File: config.mk
export PLATFORM = sky130hd
export DESIGN_NAME = adcsq_top
export DESIGN_NICKNAME = d
export VERILOG_FILES = /design/src/logic/adcsq_pkg.sv /design/src/logic/adcsq_top.sv
export SDC_FILE = /design/constraint.sdc
export NUM_CORES = 1
export LEC_CHECK = 0
export ABC_CLOCK_PERIOD_IN_PS = 2900
export BUFFER_PORTS_ARGS = -buffer_cell sky130_fd_sc_hd__buf_2
export CORE_MARGIN = 2
export CORE_UTILIZATION = 55
export DETAILED_ROUTE_END_ITERATION = 10
export HOLD_SLACK_MARGIN = 0.05
export PLACE_DENSITY = 0.87
export SLEW_MARGIN = 20
export SYNTH_ARGS = -nofsm -noshare
export SYNTH_HDL_FRONTEND = slang
export SYNTH_SLANG_ARGS = --single-unit
File: constraint.sdc
create_clock -name mclk -period 2.9 [get_ports mclk]
set_clock_uncertainty 0.1 [all_clocks]
set_input_delay 0.29 -clock mclk [delete_from_list [all_inputs] [get_ports mclk]]
set_output_delay 0.29 -clock mclk [all_outputs]
set_load 0.03 [all_outputs]
File: src/logic/adcsq_pkg.sv
/*
 * Package for the 8-bit converter sequencer: register offsets, field
 * positions, reset values, timing counts and the analog-side carriers.
 * Assumes a single 100 MHz clock and an APB register bus.
 */
package adcsq_pkg;

    // Printed offsets 0Ah and 0Bh are not multiples of four: they are indices.
    localparam logic [7:0] IDX_RESULT = 8'h0a;
    localparam logic [7:0] IDX_CTRL = 8'h0b;
    localparam logic [7:0] IDX_IRQ_STATUS = 8'h0c;
    localparam logic [7:0] IDX_IRQ_ENABLE = 8'h0d;
    localparam logic [7:0] IDX_IRQ_CLEAR = 8'h0e;
    localparam logic [11:0] ADDR_RESULT = {2'h0, IDX_RESULT, 2'h0};
    localparam logic [11:0] ADDR_CTRL = {2'h0, IDX_CTRL, 2'h0};
    localparam logic [11:0] ADDR_IRQ_STATUS = {2'h0, IDX_IRQ_STATUS, 2'h0};
    localparam logic [11:0] ADDR_IRQ_ENABLE = {2'h0, IDX_IRQ_ENABLE, 2'h0};
    localparam logic [11:0] ADDR_IRQ_CLEAR = {2'h0, IDX_IRQ_CLEAR, 2'h0};

    localparam int BIT_DONE = 7;
    localparam int BIT_ON = 5;
    localparam int CH_MSB = 3;
    localparam logic [7:0] CTRL_RESET = 8'h00;
    localparam logic [7:0] RESULT_RESET = 8'h00;
    localparam logic [3:0] CH_MAX = 4'hb;

    // Interrupt status bits (events of this block).
    localparam int EV_DONE = 0;
    localparam int EV_ABORT = 1;
    localparam int EV_BAD_CH = 2;
    localparam int EV_W = 3;

    // Converter clock is one quarter of mclk; a conversion is 12 of them.
    localparam int CPU_PER_ADC = 4;
    localparam int ADC_PER_CONV = 12;
    localparam int LOAD_ADC = 4;
    localparam int STEPS = 8;
    localparam logic [1:0] DIV_LAST = 2'(CPU_PER_ADC - 1);
    localparam logic [3:0] LOAD_LAST = 4'(LOAD_ADC - 1);
    localparam logic [3:0] CONV_LAST = 4'(ADC_PER_CONV - 1);

    typedef enum logic [1:0] {
        ADCSQ_OFF = 2'b00,
        ADCSQ_LOAD = 2'b01,
        ADCSQ_CONV = 2'b10
    } adcsq_state_t;

    // Drive toward the analog core.
    typedef struct packed {
        logic power;
        logic sample;
        logic [3:0] channel;
        logic [7:0] trial;
    } adcsq_ana_ctl_t;

endpackage : adcsq_pkg

File: src/logic/adcsq_top.sv
/*
 * Sequencer for an 8-bit successive-approximation converter with APB
 * registers, a result register and an interrupt unit of its own.
 * Assumes the analog core compares its held sample against the trial code
 * and answers with comp_hi (sample at or above trial); that answer and the
 * halt request arrive from outside the clock domain.
 */
`timescale 1ns/10ps
module adcsq_top
    import adcsq_pkg::*;
(
    input wire logic mclk,
    input wire logic rstn,
    input wire logic psel,
    input wire logic penable,
    input wire logic pwrite,
    input wire logic [11:0] paddr,
    input wire logic [31:0] pwdata,
    output logic [31:0] prdata,
    output logic pready,
    output logic pslverr,
    input wire logic comp_hi,
    input wire logic halt_req,
    input wire logic [11:0] ain_pin,
    output adcsq_ana_ctl_t ana_ctl,
    output logic [11:0] ain_logic,
    output logic irq
);

    logic [1:0] comp_sync;
    logic [1:0] halt_sync;
    logic [11:0] pin_s1;
    logic [11:0] pin_s2;
    logic conv_on;
    logic [3:0] channel;
    logic done_flag;
    logic [7:0] result;
    logic [7:0] sar;
    logic [2:0] step;
    logic [1:0] div;
    logic [3:0] tick;
    adcsq_state_t state;
    logic [EV_W-1:0] irq_status;
    logic [EV_W-1:0] irq_enable;
    logic setup;
    logic access;
    logic wr_ctrl;
    logic rd_result;
    logic wr_clear;
    logic wr_enable;
    logic adc_edge;
    logic finish;
    logic restart;
    logic active;
    logic [7:0] next_sar;

    // The halt line and comparator come from other domains.
    always_ff @(posedge mclk or negedge rstn) begin
        if (!rstn) begin
            comp_sync <= 2'h0;
            halt_sync <= 2'h0;
            pin_s1 <= 12'h000;
            pin_s2 <= 12'h000;
        end else begin
            comp_sync <= {comp_sync[0], comp_hi};
            halt_sync <= {halt_sync[0], halt_req};
            pin_s1 <= ain_pin;
            pin_s2 <= pin_s1;
        end
    end

    always_ff @(posedge mclk or negedge rstn) begin
        if (!rstn) begin
            ain_logic <= 12'h000;
        end else begin
            ain_logic <= pin_s2;
        end
    end

    // Every access completes in its first access cycle; no wait states.
    // Read data is registered at the setup edge, but writes and the
    // read side effect land only at the access edge where pready is high.
    assign setup = psel && !penable;
    assign access = psel && penable && pready;
    assign wr_ctrl = access && pwrite && paddr == ADDR_CTRL;
    assign rd_result = access && !pwrite && paddr == ADDR_RESULT;
    assign wr_clear = access && pwrite && paddr == ADDR_IRQ_CLEAR;
    assign wr_enable = access && pwrite && paddr == ADDR_IRQ_ENABLE;

    function automatic logic mapped(input logic [11:0] a);
        return a == ADDR_RESULT || a == ADDR_CTRL || a == ADDR_IRQ_STATUS ||
            a == ADDR_IRQ_ENABLE || a == ADDR_IRQ_CLEAR;
    endfunction : mapped

    always_ff @(posedge mclk or negedge rstn) begin
        if (!rstn) begin
            pready <= 1'b0;
            pslverr <= 1'b0;
            prdata <= 32'h0000_0000;
        end else begin
            pready <= setup;
            pslverr <= setup && !mapped(paddr);
            prdata <= 32'h0000_0000;
            if (setup && !pwrite) begin
                unique case (paddr)
                    ADDR_RESULT: prdata <= {24'h000000, result};
                    ADDR_CTRL: prdata <= {24'h000000, done_flag, 1'b0,
                        conv_on, 1'b0, channel};
                    ADDR_IRQ_STATUS: prdata <= {29'h0, irq_status};
                    ADDR_IRQ_ENABLE: prdata <= {29'h0, irq_enable};
                    default: prdata <= 32'h0000_0000;
                endcase
            end
        end
    end

    always_ff @(posedge mclk or negedge rstn) begin
        if (!rstn) begin
            conv_on <= CTRL_RESET[BIT_ON];
            channel <= CTRL_RESET[CH_MSB:0];
        end else if (wr_ctrl) begin
            conv_on <= pwdata[BIT_ON];
            channel <= pwdata[CH_MSB:0];
        end
    end

    // no wait input; halt gates power without touching registers.
    assign active = conv_on && !halt_sync[1];
    assign adc_edge = div == DIV_LAST;
    assign finish = state == ADCSQ_CONV && adc_edge && tick == CONV_LAST;
    assign restart = wr_ctrl && pwdata[BIT_ON];

    always_ff @(posedge mclk or negedge rstn) begin
        if (!rstn) begin
            div <= 2'h0;
        end else if (state == ADCSQ_OFF || restart) begin
            div <= 2'h0;
        end else begin
            div <= div + 2'h1;
        end
    end

    always_comb begin
        next_sar = sar;
        if (comp_sync[1] == 1'b0) begin
            next_sar[3'd7 - step] = 1'b0;
        end
        if (step != 3'd7) begin
            next_sar[3'd6 - step] = 1'b1;
        end
    end

    // back to back; start; off; stop at once
    always_ff @(posedge mclk or negedge rstn) begin
        if (!rstn) begin
            state <= ADCSQ_OFF;
            tick <= 4'h0;
            step <= 3'h0;
            sar <= 8'h80;
        end else if (!active || (wr_ctrl && !pwdata[BIT_ON])) begin
            state <= ADCSQ_OFF;
            tick <= 4'h0;
        end else if (restart || state == ADCSQ_OFF) begin
            state <= ADCSQ_LOAD;
            tick <= 4'h0;
        end else if (adc_edge) begin
            tick <= (tick == CONV_LAST) ? 4'h0 : tick + 4'h1;
            unique case (state)
                ADCSQ_LOAD: begin
                    if (tick == LOAD_LAST) begin
                        state <= ADCSQ_CONV;
                        step <= 3'h0;
                        sar <= 8'h80;
                    end
                end
                ADCSQ_CONV: begin
                    sar <= next_sar;
                    step <= step + 3'h1;
                    if (tick == CONV_LAST) begin
                        state <= ADCSQ_LOAD;
                    end
                end
                default: state <= ADCSQ_OFF;
            endcase
        end
    end

    always_ff @(posedge mclk or negedge rstn) begin
        if (!rstn) begin
            result <= RESULT_RESET;
        end else if (finish && active && !wr_ctrl) begin
            // The last step decides bit 0 in this very cycle.
            result <= next_sar;
        end
    end

    // done flag; clears. A finishing conversion wins over a read.
    always_ff @(posedge mclk or negedge rstn) begin
        if (!rstn) begin
            done_flag <= CTRL_RESET[BIT_DONE];
        end else if (finish && active && !wr_ctrl) begin
            done_flag <= 1'b1;
        end else if (rd_result || wr_ctrl) begin
            done_flag <= 1'b0;
        end
    end

    always_ff @(posedge mclk or negedge rstn) begin
        if (!rstn) begin
            ana_ctl <= '0;
        end else begin
            ana_ctl.power <= active;
            ana_ctl.sample <= state == ADCSQ_LOAD && active;
            ana_ctl.channel <= channel;
            ana_ctl.trial <= (state == ADCSQ_CONV) ? sar : 8'h00;
        end
    end

    // Block interrupt unit; set beats a clear in the same cycle.
    always_ff @(posedge mclk or negedge rstn) begin
        if (!rstn) begin
            irq_status <= '0;
            irq_enable <= '0;
        end else begin
            if (wr_enable) begin
                irq_enable <= pwdata[EV_W-1:0];
            end
            irq_status <= (irq_status & ~({EV_W{wr_clear}} &
                pwdata[EV_W-1:0])) | {wr_ctrl && pwdata[CH_MSB:0] > CH_MAX,
                wr_ctrl && conv_on && state != ADCSQ_OFF,
                finish && active && !wr_ctrl};
        end
    end

    always_ff @(posedge mclk or negedge rstn) begin
        if (!rstn) begin
            irq <= 1'b0;
        end else begin
            irq <= |(irq_status & irq_enable);
        end
    end

endmodule : adcsq_top

# Word level (Yosys, flattened, before mapping)
# Index checks and enable logic that the tools add are counted.
dict set report totals {
  register_bits 128
  out_inout_bits 61
  in_bits 63
}
dict set report classes {
  add_sub_neg 5
  n_mux 26
  n_reduce_logical 46
  n_eq_ne 14
  order_cmp 5
  bitwise 10
}
# cell count
set ops {}
lappend ops {{$eq A12 B6 Y1 const B} 5}
lappend ops {{$mux W32} 1}
lappend ops {{$mux W8} 4}
lappend ops {{$pmux W8 S4} 1}
lappend ops {{$logic_and A1 B1 Y1} 24}
lappend ops {{$mux W4} 4}
lappend ops {{$pmux W8 S2} 1}
lappend ops {{$mux W2} 6}
lappend ops {{$and A3 B3 Y3} 3}
lappend ops {{$and A8 B8 Y8} 1}
lappend ops {{$lt A3 B4 Y1 const B} 2}
lappend ops {{$ne A4 B4 Y1 const B} 2}
lappend ops {{$not A8 Y8} 1}
lappend ops {{$or A8 B8 Y8} 1}
lappend ops {{$logic_not A1 Y1} 7}
lappend ops {{$logic_or A1 B1 Y1} 7}
lappend ops {{$demux W1 S3} 2}
lappend ops {{$ge A3 B1 Y1 const B} 2}
lappend ops {{$pmux W3 S2} 1}
lappend ops {{$reduce_bool A2 Y1} 3}
lappend ops {{$sub A3 B3 Y3 const A} 2}
lappend ops {{$reduce_and A5 Y1} 1}
lappend ops {{$add A4 B1 Y4 const B} 1}
lappend ops {{$eq A2 B2 Y1 const B} 2}
lappend ops {{other kinds (18)} 22}

# Longest topological paths before layout
dict set report logic_depth {
  word_depth 11
  depth_mapped 6
  mapped_depth_nobuf 6
}

# Worst setup path before layout
# No wires, ideal clock.
dict set report synth_path {
  path_kind {reg-to-reg}
  startpoint {reg pready}
  endpoint {reg result[0]}
  path_buffers 1
  path_stages_with_launch 6
  arrival_time_ns 1.804
  period_less_slack_ns 2.029
  required_time_ns 2.675
  setup_time_ns 0.125
  slack_ns 0.871
  path_cell_list {dfrtp_1 > and4_1 > and4_1 > buf_4 > nor3_4 > mux2_2}
}
dict set report synth_between {
  elab_chain_cells 5
}
# item line
set synth_lines {}
lappend synth_lines {{start: declaration} adcsq_top.sv:20} ;# output logic pready,
lappend synth_lines {{start signal: assignment} adcsq_top.sv:101} ;# pready <= setup;
lappend synth_lines {{$logic_and A1 B1 Y1} adcsq_top.sv:84} ;# assign access = psel && penable && pready;
lappend synth_lines {{$logic_and A1 B1 Y1 (2 in series)} adcsq_top.sv:85} ;# assign wr_ctrl = access && pwrite && paddr == ADDR_CTRL;
lappend synth_lines {{$logic_not A1 Y1} adcsq_top.sv:191} ;# end else if (finish && active && !wr_ctrl) begin
lappend synth_lines {{$logic_and A1 B1 Y1} adcsq_top.sv:191}
lappend synth_lines {{end signal: assignment} adcsq_top.sv:193} ;# result <= next_sar;
lappend synth_lines {{end: declaration} adcsq_top.sv:37} ;# logic [7:0] result;
# Every way passes these cells.
# A chain may end at the register's enable or synchronous reset.

# Final worst setup path
dict set report layout_path {
  startpoint {reg tick[0]}
  endpoint {reg step[0]}
}
dict set report layout_between {
  elab_chain_cells 3
}
# item line
set layout_lines {}
lappend layout_lines {{start: declaration} adcsq_top.sv:41} ;# logic [3:0] tick;
lappend layout_lines {{start signal: assignment} adcsq_top.sv:167} ;# tick <= (tick == CONV_LAST) ? 4'h0 : tick + 4'h1;
lappend layout_lines {{$eq A4 B2 Y1} adcsq_top.sv:170} ;# if (tick == LOAD_LAST) begin
lappend layout_lines {{$ne A2 B2 Y1 (no source line)} --}
lappend layout_lines {{$reduce_and A5 Y1 (no source line)} --}
lappend layout_lines {{end signal: assignment} adcsq_top.sv:178} ;# step <= step + 3'h1;
lappend layout_lines {{end: declaration} adcsq_top.sv:39} ;# logic [2:0] step;
# Every way passes these cells.

==> out/summary.md <==
The worst register-to-register path has a setup slack of 0.56 ns. The logs give 0 for the residual antenna-violating net count after detailed routing and 0.38 ns for the insertion delay of the later-clocked pin in the worst-skew pair. The flow ran to the end, and the final reports show no timing, DRC or antenna violations. For the number of cells produced by synthesis, the log shows 311.

Counting flops with a built-in enable in the synthesized netlist gives 0. The buffer levels on the longest clock path is 2, and the final clock period utilization by the worst path is 0.8083. The logs give 0 for the hold violation count in the final report and 12.83 mm for the first-pass GRT wire length. The sequential element share of the synthesized area was 0.6366; the count of warnings emitted by yosys was 0. TritonCTS built the clock tree. The tools report the final critical-path setup slack as 0.5558 ns.

The H-tree was split into 3 levels. The run gives 0.2014 as the total global-route track usage. The number of nets in the layout was 473. After detailed routing, the total wire length is 7.597 mm. Dividing the detail-routed via count by the number of cells gives 5.216.

The effective utilization at floorplan was 0.5669. The most used flip-flop cell after synthesis is dfrtp_1. After global routing the overflow that remains totals 0. Average cell area after synthesis: 13.15 µm². For the pin with the worst max-slew slack, the measured transition is 0.9260 ns.

Timing would allow up to 426.6 MHz. After synthesis the netlist holds a flip-flop and latch count of 104. Fill cells in the final layout number 528. The static leakage is 2.386 nW. During placement, the flow inserted port buffers numbering 72. Detailed placement finished with a half-perimeter wire length of 5.262 mm. For the number of antenna violations at the first check in global routing, the log shows 0. By area the synthesized netlist is led by dfrtp_1 63%, buf_4 4.6%, mux2_2 4.4%. Of all cell types, the one taking the most synthesized area is dfrtp_1. For the worst voltage drop across the vdd grid, the log shows 0.2311 mV. Leaving out fill and tap cells, the most frequent cells in the layout are 103 x dfrtp_1, 71 x buf_2, 24 x conb_1, 22 x nor2_1, 17 x dlygate4sd3_1. The total clock buffers created by CTS was 9; the via count of the first global-routing pass was 2724. The floorplan has 31 rows. The detailed router finished its first iteration with 185 violations. Setup repair after global routing left no endpoint under its margin. The time the worst path needs with I/O delays and setup was 2.344 ns; the total setup violations reported at the end of the flow was 0. The share of flip-flops with an asynchronous set or reset after synthesis is 1.000. In the final routed layout, each cell accounts on average for 14.90 µm. STA classifies the critical path startpoint as a flip-flop.

The core region is 7214 µm². The clock drives 104 sinks. Across the run, the number of max-cap violations was 0. STA classifies the critical path endpoint as a flip-flop.

For the global placer's final weighted congestion, the log shows 0.8749. In this run the worst hold path is classified as primary input to flip-flop. Gates resized during post-CTS repair numbered 0. The area growth from synthesis to layout is 18.17%. Data arrives at the worst endpoint at 2.51 ns.

Post-synthesis cell type count: 46. The fraction of layout instances using a drive strength above 1 was 0.2822; the length of the first detailed-routing pass in iterations was 4. The total power divided by cell area is 529.0 nW/µm². Worst max-slew margin expressed relative to the limit: 0.3821. During I/O placement, the number of pins put on the boundary was 124.

The area fraction of the dominant cell type after synthesis works out to 0.6302. The commonest non-fill, non-tap cell in the layout is dfrtp_1. The count of antenna diodes in the layout came out at 0. The critical path is of the flip-flop to flip-flop type. The area of the mapped netlist came out at 4090 µm². Vertical die dimension: 90.24 µm. Entering global routing, the biggest net connects 75 pins. The tools report the clock root buffer as clkbuf_8. The die width was 90.24 µm; the final number of max-transition violations was 0.

The CTS clock-pin slew for the worst setup and hold paths was 0.10 ns; the highest fanout seen on the critical path was 11. STA puts the critical path data required time at 3.06 ns. OpenSTA, run right after detailed placement, puts the worst setup slack at 0.5760 ns. For this block, the via count after detailed routing is 2660. The die area is 8142 µm². The setup total negative slack was 0 ns. Remaining design rule violation count: 0. For the count of buffers added by post-CTS timing repair for setup, the log shows 0.
## power breakdown
part           total (mW)  internal (mW)  switching, mW
clock               0.869          0.337          0.532
sequential           1.49           1.48         0.0110
combinational       0.194         0.0572          0.137
total                2.56           1.88          0.680
## metrics by stage
| step | cells | hold slack, ns | instance area (µm²) | utilization | power [mW] |
|---|---|---|---|---|---|
| global placement | 477 | 0.2315 | 4467 | 0.6191 | 1.692 |
| floorplan | 334 | -0.1056 | 4177 | - | 1.645 |
| finish | 510 | 0.07965 | 4833 | 0.6700 | 2.557 |
| detailed placement | 477 | 0.2347 | 4467 | 0.6191 | 1.699 |
| CTS | 510 | 0.06712 | 4833 | 0.6700 | 2.579 |
| global route | 510 | 0.06788 | 4833 | 0.6700 | 2.659 |
## flip-flops by register name (all words and copies together), names as in the netlist, 3 cells and up
| name | flops |
|---|---|
| irq_enable | 3 |
| prdata | 8 |
| pin_s2 | 12 |
| irq_status | 3 |
| step | 3 |
| tick | 4 |
| sar | 8 |
| result | 8 |
| pin_s1 | 12 |
| channel | 4 |
| ain_logic | 12 |
| ana_ctl | 14 |
## cells in the mapped netlist, types with 2 or more instances
cell / instances
a211oi_1: 2
a21oi_1: 2
a22o_1: 14
a2bb2oi_1: 2
a32o_1: 4
and2_1: 10
and4_1: 2
buf_2: 4
buf_4: 25
dfrtp_1: 103
ha_1: 4
inv_1: 9
mux2_2: 16
mux2i_1: 11
nand2_1: 15
nand2b_1: 5
nand3_1: 8
nand4_1: 3
nor2_1: 22
nor2b_1: 9
nor3b_1: 2
nor4_1: 2
nor4b_4: 2
o21ai_0: 9
o22ai_1: 4
xnor2_1: 2
## per-layer routing
layer / up-vias / GRT usage / share of wire
li1: 1232 / - / -
met3: 16 / 0.04694 / 0.044
met2: 85 / 0.3415 / 0.54
met4: 0 / 0.09872 / 0.027
met1: 1327 / 0.2431 / 0.39
met5: - / 0 / 0
## final cells by class
cell class / count / area [µm²] / share of cell area
clock buffer: 9 / 123.9 / 0.02563
clock inverter: 7 / 72.57 / 0.01501
inverter: 9 / 33.78 / 0.006989
multi-input combinational: 191 / 1328 / 0.2747
sequential: 104 / 2604 / 0.5387
tap: 99 / 123.9 / 0.02563
timing repair buffer: 91 / 548.0 / 0.1134
## critical path, stage by stage, from the launching register on
cell       delay (ns)
dfrtp_1          0.41
ha_1             0.21
nor3b_1          0.32
nor2b_1          0.27
o2111ai_1        0.45
mux2_2           0.46
## worst paths after layout
path / cells after the start / from / to
max reg2reg: 5 / tick[0]$_DFFE_PN0P_ / step[0]$_DFFE_PN0P_
min: 2 / pwdata[0] / irq_enable[0]$_DFFE_PN0P_
max: 5 / tick[0]$_DFFE_PN0P_ / step[0]$_DFFE_PN0P_
min in group asynchronous: 2 / rstn / comp_sync[1]$_DFF_PN0_
min reg2reg: 0 / pin_s1[5]$_DFF_PN0_ / pin_s2[5]$_DFF_PN0_
max in group asynchronous: 3 / rstn / pin_s1[3]$_DFF_PN0_
## cell families after synthesis
family | share of synthesized area
DFF | 0.6366
and+or+nand+nor | 0.1395
AOI/OAI and AO/OA | 0.07556
buffers and inverters | 0.05996
muxes | 0.07097
adders and majority gates | 0.01224
xor gates and xnor gates | 0.004283
other | 0.0009168
## timing repair
| item | CTS | global route |
|---|---|---|
| setup endpoints to repair | 0 | 0 |
| hold endpoints to repair | 87 | 0 |
| hold buffers | 17 | 0 |
No activity file was read; power rests on OpenSTA's default activity.
